===== config.mk =====
export PLATFORM = sky130hd
export DESIGN_NAME = counter_input_select
export DESIGN_NICKNAME = d
export VERILOG_FILES = /design/src/design/ctr_sel_pkg.sv /design/src/design/counter_input_select.sv
export VERILOG_INCLUDE_DIRS = /design/src /design/src/design
export SDC_FILE = /design/constraint.sdc
export NUM_CORES = 1
export LEC_CHECK = 0
export BUFFER_PORTS_ARGS = -buffer_cell sky130_fd_sc_hd__buf_2
export CAP_MARGIN = 20
export CORE_MARGIN = 2
export CORE_UTILIZATION = 34
export DETAILED_ROUTE_END_ITERATION = 10
export PLACE_DENSITY_LB_ADDON = 0.15
export SKIP_LAST_GASP = 1
export SYNTH_ARGS = -nofsm -noshare
export SYNTH_HDL_FRONTEND = slang
export SYNTH_SLANG_ARGS = --single-unit

===== constraint.sdc =====
create_clock -name ref_clk_i -period 6.01 [get_ports ref_clk_i]
set_input_delay 0.601 -clock ref_clk_i [delete_from_list [all_inputs] [get_ports ref_clk_i]]
set_output_delay 0.601 -clock ref_clk_i [all_outputs]
set_load 0.01 [all_outputs]

===== src/design/ctr_sel_cfg.svh =====
/*
 * Offsets, field positions, selector codes and reset values for the
 * counter input select and acknowledge block.
 * Assumes a 9-bit register address and 16-bit register data.
 */
`ifndef CTR_SEL_CFG_SVH
`define CTR_SEL_CFG_SVH

// register offsets
`define OFS_ACK0     9'h004
`define OFS_ACK1     9'h006
`define OFS_SEL0     9'h048
`define OFS_SEL1     9'h04A
`define OFS_ACK2     9'h104
`define OFS_ACK3     9'h106
`define OFS_SEL2     9'h148
`define OFS_SEL3     9'h14A
`define OFS_STAT     9'h1F0
`define OFS_MASK     9'h1F4
`define OFS_MODE     9'h1F8

// field positions
`define SEL_HI       15
`define SEL_LO       2
`define ACK_TC_BIT   14
`define ACK_ERR_EVEN 6
`define ACK_ERR_ODD  2
`define STAT_ERR_LO  4
`define MODE_LEVEL(i) (2*(i))
`define MODE_ALT(i)   (2*(i)+1)

// gate choice codes
`define G_OWN_SRC    5'h00
`define G_OWN_GATE   5'h01
`define G_PIN_LO     5'h02
`define G_PIN_HI     5'h09
`define G_NB_SRC     5'h0A
`define G_TRIG_LO    5'h0B
`define G_TRIG_HI    5'h11
`define G_NB_OUT     5'h14
`define G_LOW_LO     5'h1E

// source choice codes
`define S_TB1        5'h00
`define S_OWN        5'h01
`define S_PIN_LO     5'h02
`define S_PIN_HI     5'h09
`define S_NB_GATE    5'h0A
`define S_TRIG_LO    5'h0B
`define S_TRIG_HI    5'h11
`define S_TB2        5'h12
`define S_NB_TC      5'h13
`define S_TB3        5'h1E
`define S_LOW        5'h1F

// reset values
`define SEL_RST      14'h0000
`define BYTE_RST     8'h00
`define RDATA_RST    16'h0000

`endif


===== src/design/ctr_sel_pkg.sv =====
/*
 * Types shared by the counter input select block.
 * Assumes the constants of ctr_sel_cfg.svh for field placement.
 */
`default_nettype none

package ctr_sel_pkg;

	// input select word, bits 15 down to 2
	typedef struct packed {
		logic       src_inv;
		logic       out_inv;
		logic       nb_or;
		logic       gate_bank;
		logic [4:0] gate_choice;
		logic [4:0] src_choice;
	} sel_s;

	// all pins that arrive from outside the clock domain
	typedef struct packed {
		logic [6:0] trig;
		logic [7:0] shared_src;
		logic [7:0] shared_gate;
		logic [3:0] own_gate;
		logic [3:0] own_src;
	} pins_s;

	typedef logic [4:0] code_t;

endpackage : ctr_sel_pkg

`default_nettype wire


===== src/design/counter_input_select.sv =====
/*
 * Source and gate selection, output inversion, reload bank choice and
 * terminal-count acknowledge for four counters paired 0/1 and 2/3.
 * Assumes the counting core runs on ref_clk_i and supplies its output,
 * terminal count, error, counting and reload signals on that clock;
 * timebases arrive as same-clock levels, pins from outside.
 */
`timescale 1ns/1ps
`default_nettype none
`include "ctr_sel_cfg.svh"

module counter_input_select (
	input  wire logic                 ref_clk_i,
	input  wire logic                 rstn_i,
	input  wire logic [8:0]           addr_i,
	input  wire logic [15:0]          wdata_i,
	input  wire logic                 wr_i,
	input  wire logic                 rd_i,
	output var  logic [15:0]          rdata_o,
	input  wire ctr_sel_pkg::pins_s   pins_i,
	input  wire logic                 tb1_i,
	input  wire logic                 tb2_i,
	input  wire logic                 tb3_i,
	input  wire logic [3:0]           counter_out_i,
	input  wire logic [3:0]           tc_i,
	input  wire logic [3:0]           tc_event_i,
	input  wire logic [3:0]           tc_err_i,
	input  wire logic [3:0]           counting_i,
	input  wire logic [3:0]           reload_i,
	output var  logic [3:0]           src_o,
	output var  logic [3:0]           gate_o,
	output var  logic [3:0]           out_o,
	output var  logic [3:0]           bank_a_o,
	output var  logic [3:0]           tc_flag_o,
	output var  logic [3:0]           tc_err_flag_o,
	output var  logic                 irq_o
);

	localparam int PW = $bits(ctr_sel_pkg::pins_s);

	localparam logic [8:0] SEL_OFS [4] = '{
		`OFS_SEL0, `OFS_SEL1, `OFS_SEL2, `OFS_SEL3
	};
	localparam logic [8:0] ACK_OFS [4] = '{
		`OFS_ACK0, `OFS_ACK1, `OFS_ACK2, `OFS_ACK3
	};

	// gate multiplexer; unlisted codes and 30/31 give a low gate
	function automatic logic pick_gate(
		input ctr_sel_pkg::code_t c,
		input logic               own_s,
		input logic               own_g,
		input logic [7:0]         pin,
		input logic               nb_s,
		input logic [6:0]         trg,
		input logic               nb_o
	);
		logic r;
		r = 1'b0;
		if (c == `G_OWN_SRC) begin
			r = own_s;
		end else if (c == `G_OWN_GATE) begin
			r = own_g;
		end else if (c >= `G_PIN_LO && c <= `G_PIN_HI) begin
			r = pin[3'(c - `G_PIN_LO)];
		end else if (c == `G_NB_SRC) begin
			r = nb_s;
		end else if (c >= `G_TRIG_LO && c <= `G_TRIG_HI) begin
			r = trg[3'(c - `G_TRIG_LO)];
		end else if (c == `G_NB_OUT) begin
			r = nb_o;
		end
		return r;
	endfunction : pick_gate

	// source multiplexer; unlisted codes and 31 give a low source
	function automatic logic pick_src(
		input ctr_sel_pkg::code_t c,
		input logic               tb1,
		input logic               own_s,
		input logic [7:0]         pin,
		input logic               nb_g,
		input logic [6:0]         trg,
		input logic               tb2,
		input logic               nb_tc,
		input logic               tb3
	);
		logic r;
		r = 1'b0;
		if (c == `S_TB1) begin
			r = tb1;
		end else if (c == `S_OWN) begin
			r = own_s;
		end else if (c >= `S_PIN_LO && c <= `S_PIN_HI) begin
			r = pin[3'(c - `S_PIN_LO)];
		end else if (c == `S_NB_GATE) begin
			r = nb_g;
		end else if (c >= `S_TRIG_LO && c <= `S_TRIG_HI) begin
			r = trg[3'(c - `S_TRIG_LO)];
		end else if (c == `S_TB2) begin
			r = tb2;
		end else if (c == `S_NB_TC) begin
			r = nb_tc;
		end else if (c == `S_TB3) begin
			r = tb3;
		end
		return r;
	endfunction : pick_src

	// pin synchroniser stages and filtered pin image
	logic [PW-1:0]       sync1;
	logic [PW-1:0]       sync2;
	logic [PW-1:0]       sync3;
	logic [PW-1:0]       pin_filt;
	logic [PW-1:0]       agree;
	logic [PW-1:0]       next_pin_filt;
	ctr_sel_pkg::pins_s  pv;

	// per-counter configuration and selection state
	ctr_sel_pkg::sel_s   sel_q [4];
	ctr_sel_pkg::sel_s   next_sel [4];
	logic [3:0]          src_raw_q;
	logic [3:0]          gate_raw_q;
	logic [3:0]          alt_a_q;
	logic [3:0]          neighbour_source_raw;
	logic [3:0]          next_gate_raw;
	logic [3:0]          next_gate_eff;
	logic [3:0]          next_alt_a;
	logic [3:0]          next_bank_a;
	logic [3:0]          next_out;
	logic [3:0]          wr_sel;
	logic [3:0]          wr_ack;
	logic [3:0]          clr_tc;
	logic [3:0]          clr_err;

	// software-visible state
	logic [7:0]          stat_q;
	logic [7:0]          mask_q;
	logic [7:0]          mode_q;
	logic [7:0]          next_stat;
	logic [7:0]          next_mask;
	logic [7:0]          next_mode;
	logic [15:0]         rmux;
	logic                wr_stat;
	logic                wr_mask;
	logic                wr_mode;

	// a pin change counts only once stages two and three agree
	assign agree         = ~(sync2 ^ sync3);
	assign next_pin_filt = (sync3 & agree) | (pin_filt & ~agree);
	assign pv            = ctr_sel_pkg::pins_s'(pin_filt);

	// sync1 feeds sync2 only, so no logic sees a metastable level
	always_ff @(posedge ref_clk_i) begin
		if (!rstn_i) begin
			sync1    <= '0;
			sync2    <= '0;
			sync3    <= '0;
			pin_filt <= '0;
		end else begin
			sync1    <= pins_i;
			sync2    <= sync1;
			sync3    <= sync2;
			pin_filt <= next_pin_filt;
		end
	end

	// address decode for the shared registers
	assign wr_stat = wr_i && (addr_i == `OFS_STAT);
	assign wr_mask = wr_i && (addr_i == `OFS_MASK);
	assign wr_mode = wr_i && (addr_i == `OFS_MODE);

	// per-counter selection, neighbour is index xor 1
	for (genvar i = 0; i < 4; i++) begin : g_ctr
		localparam int NB = i ^ 1;
		localparam int EB = (i % 2 == 0) ?
			`ACK_ERR_EVEN : `ACK_ERR_ODD;
		logic gate_or;

		assign wr_sel[i] = wr_i && (addr_i == SEL_OFS[i]);
		assign wr_ack[i] = wr_i && (addr_i == ACK_OFS[i]);

		// bits 1:0 are dropped by the slice
		assign next_sel[i] = wr_sel[i] ?
			ctr_sel_pkg::sel_s'(wdata_i[`SEL_HI:`SEL_LO]) :
			sel_q[i];

		// neighbour choices are taken registered, which breaks
		// the loop when both pick each other's selection
		assign next_gate_raw[i] = pick_gate(sel_q[i].gate_choice,
			pv.own_src[i], pv.own_gate[i], pv.shared_gate,
			src_raw_q[NB], pv.trig, counter_out_i[NB]);
		assign neighbour_source_raw[i] = pick_src(sel_q[i].src_choice,
			tb1_i, pv.own_src[i], pv.shared_src, gate_raw_q[NB],
			pv.trig, tb2_i, tc_i[NB], tb3_i);

		// idle counter with OR enabled sees only the neighbour
		assign gate_or = counting_i[i] ?
			(next_gate_raw[i] | counter_out_i[NB]) :
			counter_out_i[NB];
		assign next_gate_eff[i] = sel_q[i].nb_or ?
			gate_or : next_gate_raw[i];

		// alternation toggles on each reload, fixed mode stays on A
		assign next_alt_a[i] = mode_q[`MODE_ALT(i)] ?
			(alt_a_q[i] ^ reload_i[i]) : 1'b1;
		// level gating is left to software to configure
		assign next_bank_a[i] = sel_q[i].gate_bank ?
			next_gate_eff[i] : next_alt_a[i];

		assign next_out[i] = counter_out_i[i] ^
			sel_q[i].out_inv;

		// acks decode straight off the write; zero bits do nothing
		assign clr_tc[i] = (wr_ack[i] && wdata_i[`ACK_TC_BIT]) ||
			(wr_stat && wdata_i[i]);
		assign clr_err[i] = (wr_ack[i] && wdata_i[EB]) ||
			(wr_stat && wdata_i[i + `STAT_ERR_LO]);
	end

	// set wins over a clear in the same cycle
	assign next_stat = (stat_q & ~{clr_err, clr_tc}) |
		{tc_err_i, tc_event_i};
	assign next_mask = wr_mask ? wdata_i[7:0] : mask_q;
	assign next_mode = wr_mode ? wdata_i[7:0] : mode_q;

	// read mux; write-only registers read as zero
	assign rmux = (addr_i == `OFS_STAT) ? {8'h00, stat_q} :
		(addr_i == `OFS_MASK) ? {8'h00, mask_q} :
		(addr_i == `OFS_MODE) ? {8'h00, mode_q} :
		`RDATA_RST;

	// configuration registers
	always_ff @(posedge ref_clk_i) begin
		if (!rstn_i) begin
			for (int k = 0; k < 4; k++) begin
				sel_q[k] <= `SEL_RST;
			end
			mask_q <= `BYTE_RST;
			mode_q <= `BYTE_RST;
		end else begin
			sel_q  <= next_sel;
			mask_q <= next_mask;
			mode_q <= next_mode;
		end
	end

	// selection pipeline and outputs, one flop after the muxes
	always_ff @(posedge ref_clk_i) begin
		if (!rstn_i) begin
			src_raw_q  <= '0;
			gate_raw_q <= '0;
			alt_a_q    <= '1;
			src_o      <= '0;
			gate_o     <= '0;
			out_o      <= '0;
			bank_a_o   <= '0;
		end else begin
			src_raw_q  <= neighbour_source_raw;
			gate_raw_q <= next_gate_raw;
			alt_a_q    <= next_alt_a;
			for (int k = 0; k < 4; k++) begin
				src_o[k] <= neighbour_source_raw[k] ^
					sel_q[k].src_inv;
			end
			gate_o     <= next_gate_eff;
			out_o      <= next_out;
			bank_a_o   <= next_bank_a;
		end
	end

	// status, interrupt and read data
	always_ff @(posedge ref_clk_i) begin
		if (!rstn_i) begin
			stat_q        <= `BYTE_RST;
			tc_flag_o     <= '0;
			tc_err_flag_o <= '0;
			irq_o         <= 1'b0;
			rdata_o       <= `RDATA_RST;
		end else begin
			stat_q        <= next_stat;
			tc_flag_o     <= next_stat[3:0];
			tc_err_flag_o <= next_stat[7:4];
			irq_o         <= |(next_stat & next_mask);
			rdata_o       <= rd_i ? rmux : `RDATA_RST;
		end
	end
endmodule : counter_input_select

`default_nettype wire


* Word level (Yosys, flattened, before mapping)
Index checks and enable logic that the tools add are counted.
** Operators by class
- Add/sub/neg operators :: 16
- Order comparisons :: 48
- Eq/ne operators :: 43
- Muxes and demuxes :: 108
- Bitwise logic cells :: 28
- Reduce and logical (&&, ||, !) cells :: 62
** Operators by type and width (number)
- 2-to-1 mux 1 bit :: 88
- equality test 5 bit (second input constant) :: 16
- < comparator 3 x 4 -> 1 bit (second input constant) :: 16
- equality test 9 bit (second input constant) :: 7
- AND 31 bit :: 2
- inverter 31 bit :: 2
- binary-select mux 1 bit (select 3 bit) :: 16
- subtractor 3 x 2 -> 3 bit (second input constant) :: 16
- logical AND 1 bit :: 43
- equality test 5 x 1 -> 1 bit (second input constant) :: 8
- equality test 5 x 4 -> 1 bit (second input constant) :: 8
- greater-or-equal comparator 5 x 2 -> 1 bit (second input constant) :: 8
- greater-or-equal comparator 5 x 4 -> 1 bit (second input constant) :: 8
- less-or-equal comparator 5 x 4 -> 1 bit (second input constant) :: 8
- less-or-equal comparator 5 bit (second input constant) :: 8
- zero test 5 bit :: 8
- 2-to-1 mux 8 bit :: 4
- OR 31 bit :: 1
- bitwise XOR 31 bit :: 1
- equality test 9 x 3 -> 1 bit (second input constant) :: 2
- equality test 9 x 7 -> 1 bit (second input constant) :: 2
- AND 8 bit :: 2
- bitwise XOR 1 bit :: 12
- logical OR 1 bit :: 8
- other kinds (7) :: 11
** Storage, ports and cells
- Register bits :: 257
- Bits of input ports :: 87
- Output and inout port bits :: 41
- Logic and storage cells :: 348

* Logic depth before layout (Yosys ltp)
Gate-level depths: netlist of the first run.
- Depth in word-level cells :: 12
- Depth in mapped cells :: 10
- Depth with buffers taken out :: 9

* Least setup slack after synthesis of the first run
No wires, ideal clock.
- Path kind :: flip-flop to flip-flop
- Start :: register sel_q[28] (netlist name)
- End :: register src_o[1]
- Library setup time :: 0.128 ns
- Arrival :: 2.389 ns
- Required time :: 5.882 ns
- Path slack :: 3.494 ns
- Cell stages (with the launch flop) :: 11
- Buffers on the path :: 1
- Period minus slack after synthesis :: 2.516 ns
- Path through :: dfxtp_1 > clkbuf_1 > inv_1 > ha_1 > nand2b_1 > mux4_2 > nor4bb_1 > nor4_1 > a21boi_1 > xnor2_1 > nor2_1
** On the way
- Word-level cells in the longest chain between the ends :: 10
- Elaborated cells between the ends (all ways) :: 27
- Those cells by class :: add/sub: 2; order compare: 4; eq/ne: 5; mux: 12; bitwise: 1; reduce/logical: 3
** Ends and longest elaborated chain
- from (decl) :: RTL line counter_input_select.sv:120 : ctr_sel_pkg::sel_s sel_q [4];
- from (signal, indexed assignment) :: RTL line counter_input_select.sv:237 : sel_q[k] <= `SEL_RST;
- from (signal assigned) :: RTL line counter_input_select.sv:242 : sel_q <= next_sel;
- branches (longest 8 deep; another with subtractor 3 x 2 -> 3 bit)
- 2-to-1 mux 1 bit (*) :: RTL line counter_input_select.sv:90 : if (c == `S_TB1) begin
- bitwise XOR 1 bit (*) :: RTL line counter_input_select.sv:263 : src_o[k] <= neighbour_source_raw[k] ^
- to (signal, indexed assignment) :: RTL line counter_input_select.sv:263
- to (decl) :: RTL line counter_input_select.sv:30 : output var logic [3:0] src_o,
Every way passes the cells marked *. The select of a mux whose other input is x is not followed.
A chain may end at the register's enable or synchronous reset.

* Worst setup path in the final report of the first run
Same ends and word-level chain as after synthesis.

==> results of run 1 <==
power by group through the flow:
stage	logic, µW	registers [µW]	clock network [µW]
3_3_place_gp	151	1680	0
3_5_place_dp	150	1690	0
6_report	148	1650	1650
4_1_cts	151	1650	1710
5_1_grt	164	1650	1780
2_1_floorplan	74.4	1680	0
layout by cell type, fill, tap and decap left out, types with 16 or more instances in the layout:
master,count
clkbuf_16,27
mux2i_1,105
mux4_2,19
a21oi_1,77
and2_1,95
dfxtp_1,241
xnor2_1,16
nor2_1,135
o21ai_0,44
nand2_1,77
inv_1,31
nor2b_1,25
nand3_1,21
buf_2,119
ha_1,52
stage by stage:
step                      instance area [µm²]  worst slack (ns)  cells  util (%)
after global placement                  12100              2.75   1698      37.3
after CTS                               13000              3.12   1746      40.0
final                                   13000              3.11   1746      40.0
after detailed placement                12100              2.67   1698      37.3
after global routing                    13000              2.89   1746      40.0
after floorplan                         11200              3.49   1205         -
critical path, stage by stage, from the launching register on:
cell      delay (ns)
dfxtp_1         0.59
inv_1           0.14
ha_1            0.39
nand2b_1        0.16
mux4_2          0.49
nor4bb_1        0.28
nor4_1          0.09
a21boi_1        0.36
xnor2_1         0.16
nor2_1          0.07
cells by family (layout without fill, tap and decap cells):
| family | after synthesis | in the layout |
|---|---|---|
| other | 1 | 8 |
| AO/OA/AOI/OAI | 210 | 210 |
| flip-flops | 241 | 241 |
| adder cells (fa/ha/maj) | 52 | 52 |
| AND/OR/NAND/NOR | 431 | 431 |
| multiplexers | 136 | 136 |
| XOR/XNOR | 17 | 17 |
| buffers and inverters | 110 | 209 |
final timing paths:
check / from / to / slack (ns) / cells past startpoint
worst min register to register: mode_q[1] / alt_a_q[0] / 0.43 / 1
worst max-delay path: sel_q[28] / src_o[1] / 3.11 / 9
worst max register to register: sel_q[28] / src_o[1] / 3.11 / 9
worst min-delay path: pins_i[26] / sync1[26] / 0.27 / 2
cells in the mapped netlist (9+ instances only):
cell,instances
o21ai_1,9
dfxtp_1,241
a21oi_1,77
nand4_1,10
mux4_2,19
clkbuf_1,55
nor2_1,135
ha_1,52
o21ai_0,44
a31oi_1,14
nand3_1,21
and2_1,95
mux2i_1,105
mux2_2,9
nor2b_1,25
nand2_1,77
inv_1,31
xnor2_1,16
nor3_1,14
or3_1,9
final cells by class:
cell class | instances | share of cell area, %
Clock inverter | 6 | 0.665
Clock buffer | 42 | 6.18
Multi-Input combinational cell | 854 | 45.7
Timing Repair Buffer | 125 | 4.93
Sequential cell | 241 | 37.2
Inverter | 36 | 1.05
Tap cell | 442 | 4.26
routing by layer:
layer	vias to the layer above	global-route usage, %
li1	4333	-
met5	-	0
met3	47	2.65
met1	4049	24.0
met4	0	4.98
met2	237	26.7
==> impl_metrics.toml, run 1 <==
[grt]
track_usage_pct = 17.0
grt_pass1_wl_um = 46000
grt_pass1_vias = 8246
antenna_found_initial = 0
grt_max_degree = 71
overflow = 0

[finish]
nets = 1424
area_growth_pct = 16.0
regArea_mm2 = 0.00482
multi_input_area_mm2 = 0.00594
fill_cells = 3281
insertedDiodeCount = 0
drive_gt1_share_pct = 15.6

[detailed_routing]
wl_per_cell_um = 16.8
met2WireLength_um = 12600
vias_per_cell = 4.96
wl_um = 29400
topRoutingLayerUsed = "met4"
drc = 0
drtIter0Drc = 479
drt-met1-wl_um = 14400
antenna_left = 0
routed-wl-met3_um = 1630
drt_pre_antenna_iters = 5
vias = 8666

[logic_synthesis]
synth_warnings = 0
yosys.area_share.simple_pct = 19.6
ys_ff_latch = 241
synth_area_per_cell_um2 = 9.34
synthMuxAreaShare_pct = 14.5
synth_top_area_share_pct = 43.1
synth-compound-area-share_pct = 11.5
synthFlopType = "dfxtp_1"
synthAdderAreaFrac_pct = 5.81
synth_seq_area_share_pct = 43.1
ys_top_cells_by_area = "dfxtp_1 43%, mux2i_1 9.4%, ha_1 5.8%"
synth_edf_count = 0
async_flop_share_pct = 0
synth_area_mm2 = 0.0112
yosysTopAreaCell = "dfxtp_1"
syn_inst = 1198
synth_top_family_by_area = "simple AND/OR/NAND/NOR gates"
synthXorXnorAreaFrac_pct = 1.33
synth_cell_types = 72

[power_and_ir_drop]
pwr-share-clk_pct = 47.9
finalPower_uw = 3450
switchingPower_uw = 763
power.internal_uw = 2690
leakage_uw = 0.00520
ir_worst_vdd_mv = 0.193
netSwitchingFraction_pct = 22.1
cellPowerDensity_mw_per_mm2 = 266
seq_power_share_pct = 47.8
power_frac_comb_pct = 4.3

[worst_setup_path]
cp.required_ns = 6.39
worstSetupPathType = "register to register"
crit_path_start_kind = "register"
worstPathArrival_ns = 3.28
crit_path_end_kind = "register"
cp_max_fo = 9

[sta]
finalCriticalPeriod_ns = 2.90
slew_headroom_pct = 34.8
hold_viol = 0
rsz0062_at_grt = "false"
whs_ns = 0.268
final_max_slew_viol_count = 0
worstMarginPinSlew_ns = 0.976
timing.fmax_mhz = 345
setup_viol = 0
tns_ns = 0
post-route-period-util_pct = 48.2
clock_skew_ns = 0.00961

[floorplanning]
die_area_mm2 = 0.0344
io_pins = 128
initial_core_util_pct = 34.5
die_w_um = 185
core-area_mm2 = 0.0325
die_h_um = 185
rows = 66

[clock_network]
clock-sinks = 241
cts-root-buf = "clkbuf_16"
cts_buffers = 27
clk_latency_ns = 0.53
cts_tree = "built"
clkTransAtPathRegs_ns = 0.06
cts_max_path_buffers = 3
cts_resized = 0
hold_buffers = 0
htree_levels = 1
postCtsSetupRepairBufs = 0

[status]
status = "completed"

[placed_design]
numPortBuffers = 119
routabilityCongestion = 0.837
hpwl_um = 20700

[min_path]
hold_path_class = "primary input to register"

[job]
max-cap-violations = 0
Power figures use the tool's default switching activity.
==> run 2, diff against run 1 <==
Settings changed: ABC_AREA set to 1.
Clock period 6.01 ns to 3 ns, I/O delays scaled along.
==> run 2 against run 1 <==
Critical path depth increased by 6; routed wire length increased by 10%; hold slack got worse by 0.25 ns; combinational power increased by 140%; setup slack got worse by 2.5 ns; fmax increased by 22%; area after synthesis increased by 2.2%; final area increased by 6.3%; via count increased by 21%; critical path type unchanged; utilization increased by 1.4 points.
==> impl_metrics.toml, run 2 <==
[status]
status = "completed"

[sta]
final_max_slew_viol_count = 0
clock_skew_ns = 0.0114
finalCriticalPeriod_ns = 2.38
post-route-period-util_pct = 79.2
slew_headroom_pct = 49.5
setup_viol = 0
rsz0062_at_grt = "false"
whs_ns = 0.0221
tns_ns = 0
timing.fmax_mhz = 421
finalWorstSetupSlack_ns = 0.623
worstMarginPinSlew_ns = 0.756
hold_viol = 0

[worst_setup_path]
crit_path_start_kind = "register"
cp.required_ns = 3.44
crit_path_cell_trace = "clkinv_1 -> ha_1 -> inv_1 -> a21oi_1 -> o21ai_0 -> nand2_1 -> nand2_1 -> nand3_1 -> nand3_1 -> nand2_1 -> nand2_1 -> nand2_1 -> nand3_1 -> nand2_1 -> nor2_1"
slowest_delay_ns = 0.59
worstSetupPathType = "register to register"
cp_max_fo = 14
crit_path_end_kind = "register"
worstPathArrival_ns = 2.82
cpMaxStageDelayCell = "dfxtp_1"
cpMostUsedCell = "nand2_1"

[finish]
area_growth_pct = 20.7
fill_cells = 3545
final_cell_area_mm2 = 0.0138
nets = 1915
fin_cells = 2246
drive_gt1_share_pct = 10.8
layout_commonest_cell = "nand2_1"
final_cell_mix = "392 x nand2_1, 244 x inv_1, 241 x dfxtp_1"

[logic_synthesis]
ys_ff_latch = 241
synth_warnings = 0
syn_inst = 1632
synth_seq_area_share_pct = 42.2
synth_edf_count = 0
async_flop_share_pct = 0
ys_top_cells_by_area = "dfxtp_1 42%, nand2_1 13%, inv_1 8.0%"
synthTopCellsByCount = "392 x nand2_1, 245 x inv_1, 241 x dfxtp_1"
synth_most_common_cell = "nand2_1"
synthFlopType = "dfxtp_1"
yosysTopAreaCell = "dfxtp_1"
synth_area_per_cell_um2 = 7.01
synth_top_area_share_pct = 42.2
synth_area_mm2 = 0.0114
synth_cell_types = 36

[placed_design]
numPortBuffers = 119
placed_cells = 2156
hpwl_um = 23000
place_ws_ns = 0.660
routabilityCongestion = 0.905
place_area_mm2 = 0.0125

[floorplanning]
initial_core_util_pct = 34.3
die_h_um = 187
rows = 67
io_pins = 128
die_area_mm2 = 0.0351
core-area_mm2 = 0.0334
die_w_um = 187

[grt]
track_usage_pct = 18.3
overflow = 0
grt_pass1_vias = 9758
grt_pass1_wl_um = 51800
grt_max_degree = 75
antenna_found_initial = 6

[clock_network]
clkTransAtPathRegs_ns = 0.06
cts_tree = "built"
htree_levels = 1
cts_buffers = 28
cts_resized = 0
cts-root-buf = "clkbuf_16"
clock-sinks = 241
cts_max_path_buffers = 3
clk_latency_ns = 0.55

[detailed_routing]
vias_per_cell = 4.65
drt_pre_antenna_iters = 5
wl_um = 32400
antenna_left = 0
vias = 10400
drtIter0Drc = 623
wl_per_cell_um = 14.4
drc = 0

[min_path]
hold_path_class = "primary input to register"

[power_and_ir_drop]
ir_worst_vdd_mv = 0.406
seq_power_share_pct = 46.2
power.internal_uw = 5550
pwr-share-clk_pct = 48.8
leakage_uw = 0.00665
netSwitchingFraction_pct = 22.5
cellPowerDensity_mw_per_mm2 = 519
power_frac_comb_pct = 5.0
switchingPower_uw = 1620

[job]
max-cap-violations = 0
run 2: repair_timing:
action                                 4_1_cts  5_1_grt
endpoints found under the hold margin       38        0
setup buffers                                0        0
hold buffers                                38        0
setup endpoints to repair                    0        0
run 2: final cells by class:
cell class	count	area [µm²]	area share (%)
Multi-Input combinational cell	1084	5420	39.2
Sequential cell	241	4820	35.0
Timing Repair Buffer	168	1090	7.87
Inverter	253	950	6.88
Clock buffer	43	858	6.22
Tap cell	448	561	4.06
Clock inverter	8	104	0.752
Antenna cell	1	2.50	0.0181
run 2: worst paths after layout:
| check | start | endpoint | slack [ns] | cells past startpoint |
|---|---|---|---|---|
| worst max-delay path | sel_q[28] | src_o[1] | 0.62 | 15 |
| worst min-delay path | tc_err_i[2] | tc_err_flag_o[2] | 0.02 | 3 |
| worst max register to register | sel_q[28] | src_o[1] | 0.62 | 15 |
| worst min register to register | sync1[22] | sync2[22] | 0.40 | 2 |
run 2: critical path: cells and delay by family, from the launching register on:
kind / cells / cell delay, ns
flip-flops: 1 / 0.59
adder cells (fa/ha/maj): 1 / 0.42
AND/OR/NAND/NOR: 10 / 0.66
AO/OA/AOI/OAI: 2 / 0.19
buffers and inverters: 2 / 0.42
run 2: power groups by stage:
stage                     clock [µW]  combinational, µW  sequential, µW
after detailed placement           0                322            3380
final                           3500                356            3310
after global placement             0                321            3380
after global routing            3740                402            3320
after floorplan                    0                164            3380
after CTS                       3620                360            3310
run 2: per-layer routing:
layer  track usage [%]  routed length, µm  up-vias
met2              29.9              14000      269
met4              4.63                731        6
met1              24.7              15500     4644
li1                  -                  -     5470
met3              3.98               2150       58
met5                 0                 40        -
run 2: kinds of logic after synthesis:
| family | Yosys count | share of synthesized area (%) |
|---|---|---|
| other | 1 | 0.0328 |
| and+or+nand+nor | 706 | 26.0 |
| adders and majority gates | 52 | 5.69 |
| buffers and inverters | 314 | 10.7 |
| xor gates and xnor gates | 10 | 0.766 |
| AOI/OAI and AO/OA | 308 | 14.6 |
| DFF | 241 | 42.2 |
run 2: per-stage QoR:
stage | total power [µW] | util, %
2_1_floorplan | 3540 | -
3_3_place_gp | 3700 | 37.3
3_5_place_dp | 3700 | 37.3
4_1_cts | 7290 | 41.4
5_1_grt | 7460 | 41.4
6_report | 7170 | 41.4
==> run 3, diff against run 2 <==
Clock period 3 ns to 2 ns, I/O delays scaled along.
==> run 3 against run 2 <==
Die area did not move; count of clock-buffer cells in the layout decreased by 9; non-clock buffer count up 62; clock skew increased by 0.0099 ns; clock power is 57% higher; critical endpoint is now tc_flag_o[0].
==> impl_metrics.toml, run 3 (synthesized netlist as in run 2, its figures left out) <==
[placed_design]
hpwl_um = 23900
place_area_mm2 = 0.0127
numPortBuffers = 119
placed_cells = 2195
routabilityCongestion = 0.883

[detailed_routing]
vias = 10700
drt_pre_antenna_iters = 7
drtIter0Drc = 632
antenna_left = 0
vias_per_cell = 4.64
wl_um = 33300
wl_per_cell_um = 14.4
drc = 0

[power_and_ir_drop]
leakage_uw = 0.00699
netSwitchingFraction_pct = 23.1
power_frac_comb_pct = 5.2
cellPowerDensity_mw_per_mm2 = 764
pwr-share-clk_pct = 49.9
seq_power_share_pct = 44.9
ir_worst_vdd_mv = 0.600
power.internal_uw = 8490
switchingPower_uw = 2550

[grt]
grt_pass1_wl_um = 52800
overflow = 0
grt_pass1_vias = 9891
antenna_found_initial = 2
grt_max_degree = 82
track_usage_pct = 18.7

[sta]
whs_ns = 0.0172
timing.fmax_mhz = 547
hold_viol = 0
worstMarginPinSlew_ns = 0.647
post-route-period-util_pct = 91.3
rsz0062_at_grt = "true"
setup_viol = 0
finalCriticalPeriod_ns = 1.83
clock_skew_ns = 0.0213
final_max_slew_viol_count = 0
slew_headroom_pct = 56.9

[floorplanning]
initial_core_util_pct = 34.3
die_h_um = 187
rows = 67
die_w_um = 187
core-area_mm2 = 0.0334
die_area_mm2 = 0.0351
io_pins = 128

[clock_network]
cts_tree = "built"
clkTransAtPathRegs_ns = 0.07
clock-sinks = 241
cts-root-buf = "clkbuf_16"
clk_latency_ns = 0.56
htree_levels = 1
cts_max_path_buffers = 3
cts_buffers = 28

[finish]
regArea_mm2 = 0.00484
insertedDiodeCount = 0
area_growth_pct = 26.4
fill_cells = 3485
fin_cells = 2306
final_cell_area_mm2 = 0.0145
multi_input_area_mm2 = 0.00551
layout_commonest_cell = "nand2_1"
final_cell_mix = "392 x nand2_1, 239 x inv_1, 233 x dfxtp_1"
drive_gt1_share_pct = 14.6
nets = 1977

[worst_setup_path]
crit_path_start_kind = "primary input"
cp.required_ns = 2.45
r2r_end = "bank_a_o[0]"
cp_max_fo = 48
worstSetupPathType = "primary input to register"
reg2reg_slack_ns = 0.19
ff2ff_path_depth = 12
timing.rr.start = "sel_q[47]"
crit_path_end_kind = "register"
worstPathArrival_ns = 2.28

[min_path]
worstHoldStart = "wdata_i[15]"
holdPathEnd = "sel_q[13]"
hold_path_class = "primary input to register"
whs_path_depth = 3

[job]
max-cap-violations = 0

[status]
status = "completed"
## run 3: timing repair
action                                 in CTS  in global routing
endpoints found under the hold margin      59                  0
setup endpoints to repair                   0                 15
gates resized for setup                     0                 40
setup buffers                               0                  5
hold buffers                               56                  0
## run 3: metrics by stage
| step | TNS (ns) | util (%) | total power [µW] | setup WS, ns |
|---|---|---|---|---|
| 2_1_floorplan | 0 | - | 5310 | 0.0425 |
| 3_3_place_gp | 0 | 38.2 | 5560 | 0.0430 |
| 3_5_place_dp | 0 | 38.2 | 5560 | 0.0494 |
| 4_1_cts | 0 | 42.9 | 11200 | 0.0301 |
| 5_1_grt | -0.0397 | 43.3 | 11500 | -0.0397 |
| 6_report | 0 | 43.3 | 11000 | 0.173 |
## run 3: power by group through the flow
stage	sequential, µW	clock, µW	combinational, µW
2_1_floorplan	5070	0	246
3_3_place_gp	5070	0	486
3_5_place_dp	5070	0	491
4_1_cts	4960	5650	576
5_1_grt	4970	5860	641
6_report	4960	5510	571
## run 3: worst max path at each step
| stage | slack (ns) | startpoint | cells past startpoint | to |
|---|---|---|---|---|
| after floorplan | 0.04 | sel_q[0] | 15 | src_o[3] |
| after global placement | 0.04 | sel_q[14] | 12 | src_o[2] |
| after detailed placement | 0.05 | sel_q[14] | 12 | src_o[2] |
| after CTS | 0.03 | sel_q[14] | 12 | src_o[2] |
| after global routing | -0.04 | sel_q[16] | 13 | src_o[2] |
| final | 0.17 | rstn_i | 6 | tc_flag_o[0] |
## run 3: critical path, stage by stage
cell and delay (ns):
dlygate4sd3_1 0.54, buf_4 0.24, inv_2 0.09, buf_4 0.52, a21oi_1 0.08, dlygate4sd3_1 0.58
## run 3: routing by layer
| layer | up-vias | wire length [µm] | GRT usage (%) |
|---|---|---|---|
| li1 | 5609 | - | - |
| met1 | 4777 | 16100 | 25.9 |
| met2 | 264 | 14500 | 30.2 |
| met3 | 51 | 1890 | 3.45 |
| met4 | 2 | 777 | 4.69 |
| met5 | - | 7 | 0 |
## run 3: final cells by class
class                           instances  area share, %
Timing Repair Buffer                  230           11.0
Inverter                              253           6.59
Clock inverter                         16           1.72
Multi-Input combinational cell       1084           38.1
Tap cell                              448           3.88
Sequential cell                       241           33.5
Clock buffer                           34           5.21
